File: src/include/conn_mgmt_map.svh
// Register map, field positions, codes and timing of connection control
`ifndef CONN_MGMT_MAP_SVH
`define CONN_MGMT_MAP_SVH

// ----------------------------------------------------------------
// Register addresses (byte addresses on the plain port)
// ----------------------------------------------------------------
`define CMC_ADDR_W 8
`define CMC_ADDR_CTRL_B 8'h00
`define CMC_ADDR_STATUS 8'h04
`define CMC_DATA_W 16

// ----------------------------------------------------------------
// Field positions
// ----------------------------------------------------------------
`define CMC_CMD_LSB 0
`define CMC_CMD_MSB 1
`define CMC_MAINT_BIT 2
`define CMC_ST_CONN_LSB 0
`define CMC_ST_CONN_MSB 6
`define CMC_ST_INS_LSB 8
`define CMC_ST_INS_MSB 11
`define CMC_ST_LATCH_BIT 12
`define CMC_ST_PEND_BIT 13
`define CMC_ST_ARMED_BIT 14

// ----------------------------------------------------------------
// Command codes and reset values
// ----------------------------------------------------------------
`define CMC_CMD_HOLD 2'h0
`define CMC_CMD_START 2'h1
`define CMC_CMD_TRACE 2'h2
`define CMC_CMD_STOP 2'h3
`define CMC_RST_DATA 16'h0000

// ----------------------------------------------------------------
// Timing
// ----------------------------------------------------------------
`define CMC_CLK_NS 40
`define CMC_SCRUB_NS 3500

`endif

File: src/include/conn_mgmt_pkg.sv
// Types shared by the connection management command logic
package conn_mgmt_pkg;

    // Connection management states, one-hot
    typedef enum logic [6:0] {
        CONN_OFF     = 7'b0000001,
        CONN_BREAK   = 7'b0000010,
        CONN_TRACE   = 7'b0000100,
        CONN_CONNECT = 7'b0001000,
        CONN_NEXT    = 7'b0010000,
        CONN_ACTIVE  = 7'b0100000,
        CONN_MAINT   = 7'b1000000
    } conn_state_t;

    // Insertion states, one-hot
    typedef enum logic [3:0] {
        INS_REMOVED = 4'b0001,
        INS_SCRUB   = 4'b0010,
        INS_IN      = 4'b0100,
        REM_SCRUB   = 4'b1000
    } ins_state_t;

    // Command field values
    typedef logic [1:0] cmd_t;

endpackage

File: src/rtl/connection_mgmt_state_command.sv
// Command decode for the connection state machine and insertion scrubbing
`include "conn_mgmt_map.svh"

// Summary of operation
// [RULE_01] Zero command leaves state untouched
// [RULE_02] Decode 01 break, 10 trace, 11 off
// [RULE_03] Start and stop act from any state
// [RULE_04] Trace only honoured while active
// [RULE_05] Zero write re-arms start command
// [RULE_06] Self-entered break waits for start
// [RULE_07] Start or stop while inserted triggers scrubbing
// [RULE_08] Running scrub finishes before break/off
// [RULE_09] Off with maintenance request goes maintenance
// [RULE_10] Field holds value; new nonzero write triggers
module connection_mgmt_state_command
    import conn_mgmt_pkg::*;
#(
    parameter int SCRUB_NS = `CMC_SCRUB_NS
) (
    input wire logic clk,
    input wire logic rst_n,
    input wire logic [`CMC_ADDR_W-1:0] addr,
    input wire logic [`CMC_DATA_W-1:0] wrData,
    input wire logic wrStrobe,
    input wire logic rdStrobe,
    output logic [`CMC_DATA_W-1:0] rdData,
    input wire logic autoBreak,
    input wire logic stepAdvance,
    output conn_state_t connState,
    output ins_state_t insState,
    output logic scrubbing
);

    // ------------------------------------------------------------
    // Timing derived from the clock period
    // ------------------------------------------------------------
    // Least scrub time, so round the cycle count up
    localparam int SCRUB_CYC_RAW =
        (SCRUB_NS + `CMC_CLK_NS - 1) / `CMC_CLK_NS;
    localparam int SCRUB_CYCLES = (SCRUB_CYC_RAW < 1) ? 1 : SCRUB_CYC_RAW;

    // ------------------------------------------------------------
    // Control register state
    // ------------------------------------------------------------
    cmd_t cmdField; // Last written command value
    logic maintReq; // Maintenance request bit
    logic startArmed; // Start allowed since last zero write
    logic breakLatch; // Break was entered without a command
    logic pendValid; // Start/stop waiting on scrubbing
    cmd_t pendCmd; // Which of start/stop is waiting

    // ------------------------------------------------------------
    // Register decode
    // ------------------------------------------------------------
    wire wrCtrl = wrStrobe && (addr == `CMC_ADDR_CTRL_B);
    wire rdCtrl = rdStrobe && (addr == `CMC_ADDR_CTRL_B);
    wire rdStat = rdStrobe && (addr == `CMC_ADDR_STATUS);
    wire cmd_t cmdWrite = wrData[`CMC_CMD_MSB:`CMC_CMD_LSB];

    // A zero write never forces anything; it re-arms start and makes the next nonzero write count as new
    wire cmdZeroWr = wrCtrl && (cmdWrite == `CMC_CMD_HOLD); // RULE_01

    // New command: nonzero value that differs from the held one,
    // or any nonzero value after the field went back to zero
    wire cmdNew = wrCtrl && (cmdWrite != `CMC_CMD_HOLD) &&
        ((cmdField == `CMC_CMD_HOLD) || (cmdWrite != cmdField)); // RULE_10

    // Decode of the three forcing values
    wire startReq = cmdNew && (cmdWrite == `CMC_CMD_START) &&
        startArmed; // RULE_02 RULE_05
    wire stopReq = cmdNew && (cmdWrite == `CMC_CMD_STOP); // RULE_02
    wire traceReq = cmdNew && (cmdWrite == `CMC_CMD_TRACE) &&
        (connState == CONN_ACTIVE); // RULE_02 RULE_04

    // ------------------------------------------------------------
    // Start/stop arbitration against insertion scrubbing
    // ------------------------------------------------------------
    // The latest start or stop wins over a waiting one
    wire effValid = startReq || stopReq || pendValid;
    wire cmd_t effCmd = (startReq || stopReq) ? cmdWrite : pendCmd;

    // Force only once insertion has settled in the removed state
    wire insIdle = (insState == INS_REMOVED);
    wire apply = effValid && insIdle; // RULE_08
    wire applyStart = apply && (effCmd == `CMC_CMD_START); // RULE_03
    wire applyStop = apply && (effCmd == `CMC_CMD_STOP); // RULE_03

    // Autonomous break is taken only from the running states
    wire autoTake = autoBreak &&
        (connState != CONN_OFF) && (connState != CONN_MAINT) &&
        (connState != CONN_BREAK);

    // ------------------------------------------------------------
    // Scrub timer
    // ------------------------------------------------------------
    logic timerStart; // Pulse on entry into either scrub state
    logic scrubDone; // Pulse when the interval has elapsed
    logic timerBusy; // Interval running

    scrub_timer #(
        .CYCLES(SCRUB_CYCLES)
    ) u_scrub_timer (
        .clk(clk),
        .rst_n(rst_n),
        .start(timerStart),
        .busy(timerBusy),
        .done(scrubDone)
    );

    // ------------------------------------------------------------
    // Connection state machine next state
    // ------------------------------------------------------------
    conn_state_t next_connState;

    always_comb begin
        next_connState = connState;
        if (applyStop) begin
            // Straight past OFF into maintenance when requested
            next_connState = maintReq ? CONN_MAINT : CONN_OFF; // RULE_09
        end else if (applyStart) begin
            next_connState = CONN_BREAK; // RULE_03
        end else if (traceReq) begin
            next_connState = CONN_TRACE; // RULE_04
        end else if (autoTake) begin
            next_connState = CONN_BREAK; // RULE_06
        end else begin
            case (connState)
                CONN_OFF: begin
                    // Maintenance request acts as soon as OFF is seen
                    if (maintReq) begin
                        next_connState = CONN_MAINT; // RULE_09
                    end
                end
                CONN_BREAK: begin
                    // Held here after a break not caused by a start
                    if (!breakLatch) begin
                        next_connState = CONN_CONNECT; // RULE_06
                    end
                end
                CONN_CONNECT: begin
                    if (stepAdvance) begin
                        next_connState = CONN_NEXT;
                    end
                end
                CONN_NEXT: begin
                    if (stepAdvance) begin
                        next_connState = CONN_ACTIVE;
                    end
                end
                CONN_ACTIVE: begin
                    next_connState = CONN_ACTIVE;
                end
                CONN_TRACE: begin
                    next_connState = CONN_TRACE;
                end
                CONN_MAINT: begin
                    next_connState = CONN_MAINT;
                end
                default: begin
                    // Illegal code recovers to the safe state
                    next_connState = CONN_OFF;
                end
            endcase
        end
    end

    // ------------------------------------------------------------
    // Insertion state machine next state
    // ------------------------------------------------------------
    ins_state_t next_insState;
    wire connUp = (connState == CONN_ACTIVE) ||
        (connState == CONN_TRACE);

    always_comb begin
        next_insState = insState;
        case (insState)
            INS_REMOVED: begin
                // Insert only while up and nothing is waiting
                if (connUp && !effValid && !autoTake) begin
                    next_insState = INS_SCRUB;
                end
            end
            INS_SCRUB: begin
                // A waiting command ends in REMOVED, not INSERTED
                if (scrubDone) begin
                    next_insState = effValid ? INS_REMOVED
                                             : INS_IN; // RULE_08
                end
            end
            INS_IN: begin
                // Start or stop while inserted scrubs on removal
                if (effValid || !connUp || autoTake) begin
                    next_insState = REM_SCRUB; // RULE_07
                end
            end
            REM_SCRUB: begin
                if (scrubDone) begin
                    next_insState = INS_REMOVED; // RULE_08
                end
            end
            default: begin
                next_insState = INS_REMOVED;
            end
        endcase
    end

    // Timer starts on entry into a scrub state only
    assign timerStart = (next_insState != insState) &&
        ((next_insState == INS_SCRUB) || (next_insState == REM_SCRUB));
    assign scrubbing = timerBusy;

    // ------------------------------------------------------------
    // State registers
    // ------------------------------------------------------------
    always_ff @(posedge clk or negedge rst_n) begin
        if (!rst_n) begin
            connState <= CONN_OFF;
            insState <= INS_REMOVED;
        end else begin
            connState <= next_connState;
            insState <= next_insState;
        end
    end

    // ------------------------------------------------------------
    // Control register fields
    // ------------------------------------------------------------
    // The field keeps whatever software wrote, forcing or not
    always_ff @(posedge clk or negedge rst_n) begin
        if (!rst_n) begin
            cmdField <= `CMC_CMD_HOLD;
            maintReq <= 1'b0;
        end else if (wrCtrl) begin
            cmdField <= cmdWrite; // RULE_10
            maintReq <= wrData[`CMC_MAINT_BIT];
        end
    end

    // ------------------------------------------------------------
    // Start re-arm
    // ------------------------------------------------------------
    // Accepted start disarms; only a zero write arms again
    always_ff @(posedge clk or negedge rst_n) begin
        if (!rst_n) begin
            startArmed <= 1'b1;
        end else if (cmdZeroWr) begin
            startArmed <= 1'b1; // RULE_05
        end else if (startReq) begin
            startArmed <= 1'b0; // RULE_05
        end
    end

    // ------------------------------------------------------------
    // Break hold after autonomous entry
    // ------------------------------------------------------------
    // An applied start or stop releases the hold
    always_ff @(posedge clk or negedge rst_n) begin
        if (!rst_n) begin
            breakLatch <= 1'b0;
        end else if (applyStart || applyStop) begin
            breakLatch <= 1'b0;
        end else if (autoTake) begin
            breakLatch <= 1'b1; // RULE_06
        end
    end

    // ------------------------------------------------------------
    // Command waiting on scrubbing
    // ------------------------------------------------------------
    // Held rather than dropped; only a later start or stop replaces it
    always_ff @(posedge clk or negedge rst_n) begin
        if (!rst_n) begin
            pendValid <= 1'b0;
            pendCmd <= `CMC_CMD_HOLD;
        end else begin
            pendValid <= effValid && !apply; // RULE_08
            pendCmd <= effCmd;
        end
    end

    // ------------------------------------------------------------
    // Read path
    // ------------------------------------------------------------
    // Status view of both machines and the internal flags
    logic [`CMC_DATA_W-1:0] statusWord;

    always_comb begin
        statusWord = `CMC_RST_DATA;
        statusWord[`CMC_ST_CONN_MSB:`CMC_ST_CONN_LSB] = connState;
        statusWord[`CMC_ST_INS_MSB:`CMC_ST_INS_LSB] = insState;
        statusWord[`CMC_ST_LATCH_BIT] = breakLatch;
        statusWord[`CMC_ST_PEND_BIT] = pendValid;
        statusWord[`CMC_ST_ARMED_BIT] = startArmed;
    end

    // Control readback: command field and maintenance bit
    logic [`CMC_DATA_W-1:0] ctrlWord;

    always_comb begin
        ctrlWord = `CMC_RST_DATA;
        ctrlWord[`CMC_CMD_MSB:`CMC_CMD_LSB] = cmdField;
        ctrlWord[`CMC_MAINT_BIT] = maintReq;
    end

    wire [`CMC_DATA_W-1:0] rdSel = rdCtrl ? ctrlWord :
        rdStat ? statusWord : `CMC_RST_DATA;

    // Data stand one cycle after the strobe and are zero otherwise
    always_ff @(posedge clk or negedge rst_n) begin
        if (!rst_n) begin
            rdData <= `CMC_RST_DATA;
        end else begin
            rdData <= rdSel;
        end
    end

endmodule

File: src/rtl/scrub_timer.sv
// Down-counter that times one scrubbing interval
module scrub_timer #(
    parameter int CYCLES = 88
) (
    input wire logic clk,
    input wire logic rst_n,
    input wire logic start,
    output logic busy,
    output logic done
);

    localparam int W = (CYCLES > 1) ? $clog2(CYCLES + 1) : 1;
    localparam logic [W-1:0] LOAD = W'(CYCLES);
    localparam logic [W-1:0] ONE = W'(1);

    // ------------------------------------------------------------
    // Counter
    // ------------------------------------------------------------
    logic [W-1:0] count; // Cycles left in the interval
    wire lastTick = busy && (count == ONE); // Final cycle of interval

    // Restart on start, even mid-count, so intervals never overlap
    always_ff @(posedge clk or negedge rst_n) begin
        if (!rst_n) begin
            count <= '0;
            busy <= 1'b0;
            done <= 1'b0;
        end else begin
            done <= lastTick && !start;
            if (start) begin
                count <= LOAD;
                busy <= 1'b1;
            end else if (lastTick) begin
                count <= '0;
                busy <= 1'b0;
            end else if (busy) begin
                count <= count - ONE;
            end
        end
    end

endmodule

File: config.mk
export PLATFORM = sky130hd
export DESIGN_NAME = connection_mgmt_state_command
export DESIGN_NICKNAME = d
export VERILOG_FILES = /design/src/include/conn_mgmt_pkg.sv /design/src/rtl/connection_mgmt_state_command.sv /design/src/rtl/scrub_timer.sv
export VERILOG_INCLUDE_DIRS = /design/src /design/src/include
export SDC_FILE = /design/constraint.sdc
export NUM_CORES = 1
export LEC_CHECK = 0
export ABC_AREA = 1
export BUFFER_PORTS_ARGS = -buffer_cell sky130_fd_sc_hd__buf_2
export CORE_MARGIN = 4
export CORE_UTILIZATION = 35
export CTS_CLUSTER_SIZE = 30
export DETAILED_ROUTE_END_ITERATION = 16
export SLEW_MARGIN = 20
export SYNTH_ARGS = -nofsm -noshare
export SYNTH_HDL_FRONTEND = slang
export SYNTH_SLANG_ARGS = --single-unit
File: constraint.sdc
create_clock -name clk -period 1.6 [get_ports clk]
set_input_delay 0.32 -clock clk [delete_from_list [all_inputs] [get_ports clk]]
set_output_delay 0.32 -clock clk [all_outputs]
set_load 0.05 [all_outputs]
==> After elaboration in Yosys (flattened, before gate mapping) <==
Index checks and enable logic that the tools add are counted.
{ "op_classes": {"n_reduce_logical": 45, "n_eq_ne": 29, "addsub": 1, "mux": 28} }
{ "op_table": {"columns": ["operator", "n"], "rows": [
  ["$mux 7", 12],
  ["$pmux 7 s7", 1],
  ["$mux 15", 2],
  ["$ne 6x6->1 const B", 4],
  ["$logic_and 1x1->1", 23],
  ["$mux 4", 4],
  ["$pmux 4 s4", 1],
  ["$eq 7x1->1 const B", 2],
  ["$eq 4x2->1 const B", 2],
  ["$eq 4x4->1 const B", 2],
  ["$eq 8x3->1 const B", 1],
  ["$logic_not 8->1", 1],
  ["$logic_or 1x1->1", 8],
  ["$reduce_bool 2->1", 4],
  ["$eq 7x2->1 const B", 1],
  ["$eq 7x3->1 const B", 1],
  ["$eq 7x4->1 const B", 1],
  ["$eq 7x5->1 const B", 1],
  ["$eq 7x6->1 const B", 1],
  ["$eq 7x7->1 const B", 1],
  ["$ne 7x1->1 const B", 1],
  ["$ne 7x2->1 const B", 1],
  ["$ne 7x7->1 const B", 1],
  ["$sub 7x1->7 const B", 1],
  ["other kinds (13)", 26]
]} }
{ "word_totals": {"inputBits": 30, "output_inout_bits": 28, "register_bits": 43, "word_cells": 115} }

==> Depth between registers and ports, before layout <==
Gate-level depths: netlist of run 1.
{ "logic_depth": {"ltp_word": 18, "depth_mapped": 15, "depth_no_buf": 14} }

==> Modules after synthesis <==
From an unflattened synthesis of run 1, not the netlist that was laid out.
{ "unflattened": {"cells_unflattened": 267, "area_unflattened_um2": 2296.0} }
{ "by_module_without_submodules": {"columns": ["mod", "instances", "cells_per_inst", "area_per_inst_um2"], "rows": [
  ["connection_mgmt_state_command", 1, 202, 1776.7],
  ["scrub_timer", 1, 65, 519.2]
]} }

==> Least setup slack after synthesis of run 1 <==
No wires, ideal clock.
{ "synth_path": {"kind": "register to register", "from": "register connState[2]", "to": "register u_scrub_timer.count[0]", "setup_slack_ns": -0.404, "stages_incl_launch_ff": 16, "arrival_ns": 1.887, "required_time_ns": 1.483, "period_less_slack_ns": 2.004, "cell_sequence": "dfrtp_1 inv_1 nand2_2 nor2_1 nand2_2 nand2_1 nor2_4 nor2_4 inv_2 nor2_4 nand2_1 nand3_2 nand3_2 buf_6 nand3_1 nand2_1"} }
{ "synth_between": {"elab_chain_cells": 12} }
{ "synth_lines": {"columns": ["item", "line", "text"], "rows": [
  ["start: declaration", "connection_mgmt_state_command.sv:29", "output conn_state_t connState,"],
  ["start signal: assignment", "connection_mgmt_state_command.sv:220", "connState <= next_connState;"],
  ["$ne 7x1->1", "connection_mgmt_state_command.sv:90", "(connState != CONN_OFF) && (connState != CONN_MAINT) &&"],
  ["$logic_and 1x1->1", "connection_mgmt_state_command.sv:89", "wire autoTake = autoBreak &&"],
  ["$logic_and 1x1->1 (2 in a row)", "connection_mgmt_state_command.sv:90", null],
  ["$logic_not 1->1", "connection_mgmt_state_command.sv:179", "if (connUp && !effValid && !autoTake) begin"],
  ["$logic_and 1x1->1", "connection_mgmt_state_command.sv:179", null],
  ["$mux 4", "connection_mgmt_state_command.sv:179", null],
  ["$pmux 4 s4 (*)", "connection_mgmt_state_command.sv:176", "case (insState)"],
  ["$eq 4x2->1 / $eq 4x4->1 (equally long branches)", "connection_mgmt_state_command.sv:209", "((next_insState == INS_SCRUB) || (next_insState == REM_SCRUB));"],
  ["$logic_or 1x1->1", "connection_mgmt_state_command.sv:209", null],
  ["$logic_and 1x1->1 (*)", "connection_mgmt_state_command.sv:208", "assign timerStart = (next_insState != insState) &&"],
  ["$reduce_bool 3->1 (no source line) / $mux 7 (equally long branches)", null, null],
  ["end signal: assignment", "scrub_timer.sv:37", "count <= count - ONE;"],
  ["end: declaration", "scrub_timer.sv:19", "logic [W-1:0] count;"]
]} }
Every way passes the cells marked *; elsewhere a longest branch is shown, timed or not.
A chain may end at the register's enable or synchronous reset.

==> Final worst setup path of run 1 <==
{ "layout_path": {"from": "register connState[3]", "to": "register u_scrub_timer.count[5]"} }
Same word-level chain as after synthesis.

==> results of run 1 <==
==> state kept, by name (all words and copies together) (netlist names) <==
name	cells
breakLatch	1
pendValid	1
cmdField	2
u_scrub_timer.done	1
rdData	14
insState	4
startArmed	1
maintReq	1
connState	7
pendCmd	2
u_scrub_timer.count	7
u_scrub_timer.busy	1
==> cell usage in the layout (no fill, tap or decap), types with 3 or more instances in the layout <==
master    Yosys  layout
nand2_1      44      33
inv_4         0       3
nand3_2       3       3
nand2_4       0       8
a22oi_1       3       3
inv_2        10      12
nand2_2       7      11
o21ai_0      10       6
inv_1        38      33
xnor2_1       4       4
dfrtp_1      39      33
o21ai_1       1       3
nand4_1       7       7
nand3_4       0       4
a21oi_4       0       3
clkbuf_8      0       5
nor2_4        4       6
nor2_1       34      27
buf_4         2      66
nand3_1      18      15
dfstp_2       3       3
a21oi_2       4       3
nor2_2        3       8
dfrtp_2       0       6
buf_2         0      42
nor3_1        8       5
buf_6         1       9
==> cell type report <==
type,instances,area share
sequential,42,0.303
inverter,48,0.0535
clock buffer,5,0.0196
clock inverter,3,0.0114
timing repair buffer,119,0.239
tap,75,0.0268
multi-input combinational,178,0.347
==> worst paths after layout <==
kind                                     startpoint                                  to  slack (ns)  cells after the start
max in group asynchronous                     rst_n               insState[0]$_DFF_PN1_        0.56                      3
min in group asynchronous                     rst_n                 rdData[2]$_DFF_PN0_        0.50                      2
setup reg to reg           connState[3]$_DFFE_PN0P_  u_scrub_timer.count[5]$_DFFE_PN0P_       -0.28                     14
hold reg to reg                pendCmd[1]$_DFF_PN0_                pendCmd[1]$_DFF_PN0_        0.48                      2
setup / recovery           connState[3]$_DFFE_PN0P_  u_scrub_timer.count[5]$_DFFE_PN0P_       -0.28                     14
hold / removal                            wrData[2]                maintReq$_DFFE_PN0P_        0.26                      3
==> power by group through the flow <==
stage | sequential (uW) | clock, uW | combinational (uW)
detailed placement | 1420 | 0 | 1790
finish | 1410 | 831 | 2350
CTS | 1410 | 858 | 2120
global route | 1450 | 900 | 2560
global placement | 1410 | 0 | 1760
floorplan | 1660 | 0 | 883
==> kinds of logic (layout without fill, tap and decap cells) <==
family / count (synthesis) / after routing / share of synthesized area
AND/OR/NAND/NOR: 134 / 136 / 0.296
buffers and inverters: 52 / 175 / 0.0949
adder cells (fa/ha/maj): 2 / 2 / 0.0113
flip-flops: 42 / 42 / 0.476
XOR/XNOR: 6 / 6 / 0.0237
other: 1 / 2 / 0.00169
AO/OA/AOI/OAI: 32 / 32 / 0.0966
==> per-layer routing <==
layer	track usage	up-vias	wire (um)
met5	0	-	0
met4	0.0558	0	138
met3	0.0207	15	245
met2	0.280	56	3140
met1	0.208	1074	2580
li1	-	1121	-
==> timing repair <==
action,CTS,global route
gates resized for setup,27,44
pin swaps,9,16
endpoints found under the setup margin,19,22
gates cloned,1,1
hold endpoints to repair,15,0
hold buffers,1,0
buffers inserted,12,17
==> critical path, stage by stage (launching register included) <==
cell and delay, ns:
dfrtp_2 0.43, inv_4 0.08, nand2_4 0.08, nor2_4 0.14
nand2_2 0.08, nand2_4 0.08, nor2_4 0.04, nor2_4 0.15
inv_2 0.06, nor2_4 0.14, a21oi_4 0.09, nand2_4 0.11
nand3_4 0.13, nand3_1 0.10, nand2_1 0.05
==> Yosys cell counts <==
library cell / n
nand4_1: 7
o41ai_1: 1
o21ai_0: 10
a22oi_1: 3
dfrtp_1: 39
a211oi_1: 1
dfstp_2: 3
a21oi_1: 4
nand3_1: 18
ha_1: 2
buf_4: 2
o2111ai_1: 1
clkbuf_1: 1
xor2_1: 2
nor2_4: 4
a21oi_2: 4
inv_1: 38
nor2_1: 34
nand3_2: 3
inv_2: 10
nand3b_1: 1
nor4_1: 2
nand2_2: 7
xnor2_1: 4
o21a_1: 1
o21ai_1: 1
o22ai_1: 4
or2_0: 1
conb_1: 1
nand4_2: 2
nor3_1: 8
buf_6: 1
o221ai_1: 1
o221ai_2: 1
nand2_1: 44
nor2_2: 3
==> through the flow <==
step                hold slack (ns)  TNS [ns]  power (uW)   util  cells
detailed placement            0.296     -4.60        3210  0.484    435
global placement              0.283     -3.84        3180  0.484    435
global route                  0.262     -5.51        4910  0.582    470
finish                        0.257     -3.13        4600  0.582    470
CTS                           0.254     -2.99        4380  0.538    456
floorplan                    0.0244     -3.14        2550      -    270
==> qor.txt, run 1 <==
Yosys cell types = 36
Pre-CTS setup slack = -0.355 ns
Status = finished, violations left
RSZ-0062 raised after global routing = true
Iteration count of the initial detailed-routing pass = 4
Largest net degree at the start of global routing = 20
Worst min-delay path class = input pin to flip-flop
Layout cells sized above 1 = 0.524
Critical path arrival = 2.07 ns
Fin crit share = 1.18
Clk_lat worst skew = 0.29 ns
Mean Syn Cell Area = 8.24 um^2
Num CTS Buffers = 5
Reg power frac = 0.308
Worst vdd ir = 863 uV
Clock power frac = 0.181
Seq/Total Area, Yosys = 0.476
Nets = 426
P_leak = 0.00186 uW
Layout fillers = 536
Grt ovf = 0
Vias in the first global route = 2223
Yosys warns = 0
Crit path max fanout = 6
Psw = 1810 uW
CTS sink cnt = 42
Final Cell Area = 3510 um^2
Clock transition at path regs = 0.08 ns
DR vias/cell = 4.82
Row count = 28
H-tree depth reported by CTS = 2
Initial antenna violation count = 0
Clock Path Buffers = 2
Critical Path Start Type = flip-flop
DRC Markers = 0
Initial DRC Count = 53
Worst Setup End Kind = flip-flop
Switching Share = 0.393
Pint = 2790 uW
Max frequency = 0.531 GHz
DIE AREA = 7670 um^2
Die width = 87.6 um
Die Ht = 87.6 um
Relative slew margins = 0.610
Worst-Margin Slew = 0.580 ns
Initial Util = 0.368
Antenna Nets Post-Route = 0
Crit Path Class = flip-flop to flip-flop
Synth top area cells = dfrtp_1 44%, nand2_1 7.5%, inv_1 6.4%, nor2_1 5.8%, nand3_1 4.1%
Mapped Cells = 269
GP Congestion = 0.849
Placed inst area = 2920 um^2
HPWL Detailed = 4220 um
Tmin final = 1.88 ns
PnR worst setup slack = -0.282 ns
CTS root buffer = clkbuf_8
Max_cap viols = 0
Flops & latches, synth = 42
Syn Std Cell Area = 2220 um^2
Violated checks = negative setup slack
Area of the multi-input gates = 1220 um^2
Synth-to-layout area growth = 58.2%
Combinational power share = 0.511
Final hold vios = 0
CTS tree = done
Total track usage = 0.162
Global-route wire length before repair = 9930 um
FF/Latch Area = 1060 um^2
Final setup vio count = 19
Yosys top cell area share = 0.440
Req. time, crit path = 1.79 ns
Number of I/O port buffers = 42
PD cells = 1310 nW/um^2
Cell taking the most area after synthesis = dfrtp_1
Io pins = 58
Inserted Diodes = 0
Drt wl/cell = 13.0 um
Fin. max-slew vios = 0
Routed wire length = 6090 um
Core Region = 6030 um^2
Detailed-route via count = 2266
Final Skew = 0.00546 ns
Power figures use the tool's default switching activity.
==> inputs of run 2 (changes only) <==
--- a/config.mk
+++ b/config.mk
@@ -12,6 +12,8 @@
 export CORE_UTILIZATION = 35
 export CTS_CLUSTER_SIZE = 30
 export DETAILED_ROUTE_END_ITERATION = 16
+export HOLD_SLACK_MARGIN = 0.1
+export PLACE_DENSITY = 0.65
 export SLEW_MARGIN = 20
 export SYNTH_ARGS = -nofsm -noshare
 export SYNTH_HDL_FRONTEND = slang
==> constraint.sdc (replaced) <==
create_clock -name clk -period 2.4 [get_ports clk]
set_input_delay 0.48 -clock clk [delete_from_list [all_inputs] [get_ports clk]]
set_output_delay 0.48 -clock clk [all_outputs]
set_load 0.05 [all_outputs]
==> run 2 against run 1 <==
Against the previous run: clock skew increased by 0.0017 ns; sequential cell count unchanged; global-route usage shrank 2.7 points; the run now ends clean; utilization fell by 14 points; largest cell class is now registers; non-clock buffer count decreased by 75; cell count down 16%; worst setup slack improved by 0.66 ns; routed wire length fell by 22%.
==> qor.txt, run 2 (synthesized netlist as in run 1, its figures left out) <==
Drt wl/cell = 12.1 um (-7.0%)
Clk_lat worst skew = 0.30 ns (about the same)
GP Congestion = 0.895 (+5.4%)
DIE AREA = 7670 um^2 (unchanged)
Reg-to-Reg Start = connState[1]$_DFFE_PN0P_
Inst Count DP = 385 (-11%)
Number of I/O port buffers = 42 (unchanged)
Setup bufs post-CTS = 0 (-12)
DR vias/cell = 4.86 (+0.86%)
HPWL Detailed = 3630 um (-14%)
Row count = 28 (unchanged)
Nets = 349 (-18%)
Initial Util = 0.368 (unchanged)
Critical Path Start Type = flip-flop
Final Skew = 0.00718 ns (+0.00171 ns)
Antenna Nets Post-Route = 0 (unchanged)
Synth-to-layout area growth = 19.4%
Vias in the first global route = 1857 (-16%)
CTS sink cnt = 42 (unchanged)
Fin crit share = 0.843 (-0.333)
Crit path max fanout = 11 (+5)
Iteration count of the initial detailed-routing pass = 4 (unchanged)
Max_cap viols = 0 (unchanged)
DRC Markers = 0 (unchanged)
Reg-to-Reg End = u_scrub_timer.count[0]$_DFFE_PN0P_
CTS tree = done
Tmin final = 2.02 ns (+0.142 ns)
FF/Latch Area = 1050 um^2 (-0.71%)
Layout cells sized above 1 = 0.280 (-0.244)
Biggest register = rdData
Detailed-route via count = 1911 (-16%)
Critical path's top delay family = simple AND/OR/NAND/NOR gates
Grt ovf = 0 (unchanged)
Clock power frac = 0.264 (+0.083)
Initial antenna violation count = 0 (unchanged)
Post-CTS sizing = 0 (-100%)
H-tree depth reported by CTS = 2 (unchanged)
Post-CTS Hold Buffers = 0 (-1)
Largest net degree at the start of global routing = 43 (+110%)
Final setup vio count = 0 (-19)
CP startpoint = connState[1]$_DFFE_PN0P_
Combinational power share = 0.363 (-0.148)
Worst-Margin Slew = 0.621 ns (+0.0410 ns)
Pint = 1560 uW (-44%)
Fin cells = 393 (-16%)
Status = completed
Commonest non-fill, non-tap cells in the layout = 44 x nand2_1, 42 x buf_2, 39 x dfrtp_1, 38 x inv_1, 34 x nor2_1
RSZ-0062 raised after global routing = false
Slowest stage delay, CP = 0.42 ns (about the same)
Die width = 87.6 um (unchanged)
Psw = 992 uW (-45%)
Clock Path Buffers = 2 (unchanged)
Routed wire length = 4740 um (-22%)
Fin Setup TNS = 0 ns (+3.13 ns)
Fin. max-slew vios = 0 (unchanged)
Worst vdd ir = 452 uV (-48%)
Io pins = 58 (unchanged)
FF-to-FF setup slack = 0.38 ns (+0.66 ns)
Crit path depth = 12 (-2)
Relative slew margins = 0.583 (-0.0275)
PD cells = 965 nW/um^2 (-26%)
Number of flip-flops in the largest register = 14 (unchanged)
Reg power frac = 0.373 (+0.065)
Die Ht = 87.6 um (unchanged)
Switching Share = 0.388 (-0.00442)
CP Buf/Inv Count = 1 (-1)
Crit Path Class = flip-flop to flip-flop
Critical path arrival = 2.21 ns (+0.14 ns)
Max frequency = 0.494 GHz (-7.0%)
CTS root buffer = clkbuf_8
Initial DRC Count = 105 (+98%)
Core Region = 6030 um^2 (unchanged)
Worst Setup End Kind = flip-flop
Regs by FF count = rdData x14, connState x7, u_scrub_timer.count x7
Layout fillers = 610 (+14%)
Worst setup path endpoint = u_scrub_timer.count[0]$_DFFE_PN0P_
Clock transition at path regs = 0.09 ns (about the same)
Slowest cell on crit path = dfrtp_1
P_leak = 0.00142 uW (-23%)
Final hold vios = 0 (unchanged)
Inserted Diodes = 0 (unchanged)
Total track usage = 0.135 (-0.0267)
Most common cell after layout, fill and taps aside = nand2_1
Area of the multi-input gates = 955 um^2 (-22%)
Req. time, crit path = 2.59 ns (+0.80 ns)
Reg2reg path depth = 12 (-2)
Worst min-delay path class = input pin to async pin
Global-route wire length before repair = 8180 um (-18%)
Num CTS Buffers = 5 (unchanged)
Critical path cell sequence = nor2_1, nand3_1, nor2_2, nor2_1, nor2_4, inv_2, nor2_4, nand2_1, nand3_2, nand3_2, nand3_1, nand2_1
## run 2: cell count changes in the layout (fill, tap and decap cells not counted), sizes merged
cell | before | now
buf | 118 | 44
nand3 | 22 | 21
dlygate4sd3 | 1 | 0
clkinv | 2 | 1
nand2 | 52 | 51
bufinv | 1 | 2
## run 2: metal layers
layer / share of wire / track usage / vias up
met5: 0 / 0 / -
met4: 0.015 / 0.0460 / 0
met3: 0.043 / 0.0282 / 5
met2: 0.48 / 0.229 / 37
met1: 0.46 / 0.172 / 908
li1: - / - / 961
## run 2: area by class of cell
class / instances / share of cell area
clock inverters: 3 / 0.0260
repair buffers: 44 / 0.0851
multi-input cells: 176 / 0.361
well taps: 75 / 0.0355
clock buffers: 5 / 0.0260
inverters: 48 / 0.0681
flip-flops and latches: 42 / 0.399
## run 2: power groups by stage
| stage | Clock (uW) | Sequential, uW | Combinational (uW) |
|---|---|---|---|
| floorplan | 0 | 1100 | 584 |
| global placement | 0 | 964 | 911 |
| detailed placement | 0 | 963 | 941 |
| CTS | 688 | 952 | 938 |
| global route | 716 | 975 | 1060 |
| finish | 674 | 952 | 927 |
## run 2: worst min-delay path by stage
stage | startpoint | cells past startpoint | to
2_1_floorplan | rst_n | 0 | breakLatch$_DFFE_PN0P_
3_3_place_gp | pendCmd[1]$_DFF_PN0_ | 2 | pendCmd[1]$_DFF_PN0_
3_5_place_dp | pendCmd[1]$_DFF_PN0_ | 2 | pendCmd[1]$_DFF_PN0_
4_1_cts | rst_n | 2 | cmdField[1]$_DFFE_PN0P_
5_1_grt | rst_n | 2 | maintReq$_DFFE_PN0P_
6_report | rst_n | 2 | connState[3]$_DFFE_PN0P_
## run 2: per-stage QoR
step | util | setup slack [ns] | total power [uW] | hold slack, ns | instance area (um^2)
3_3_place_gp | 0.416 | 0.298 | 1870 | 0.454 | 2510
4_1_cts | 0.439 | 0.359 | 2580 | 0.260 | 2650
6_report | 0.439 | 0.376 | 2550 | 0.230 | 2650
2_1_floorplan | - | 0.396 | 1690 | 0.184 | 2220
3_5_place_dp | 0.416 | 0.280 | 1900 | 0.456 | 2510
5_1_grt | 0.439 | 0.119 | 2750 | 0.292 | 2650
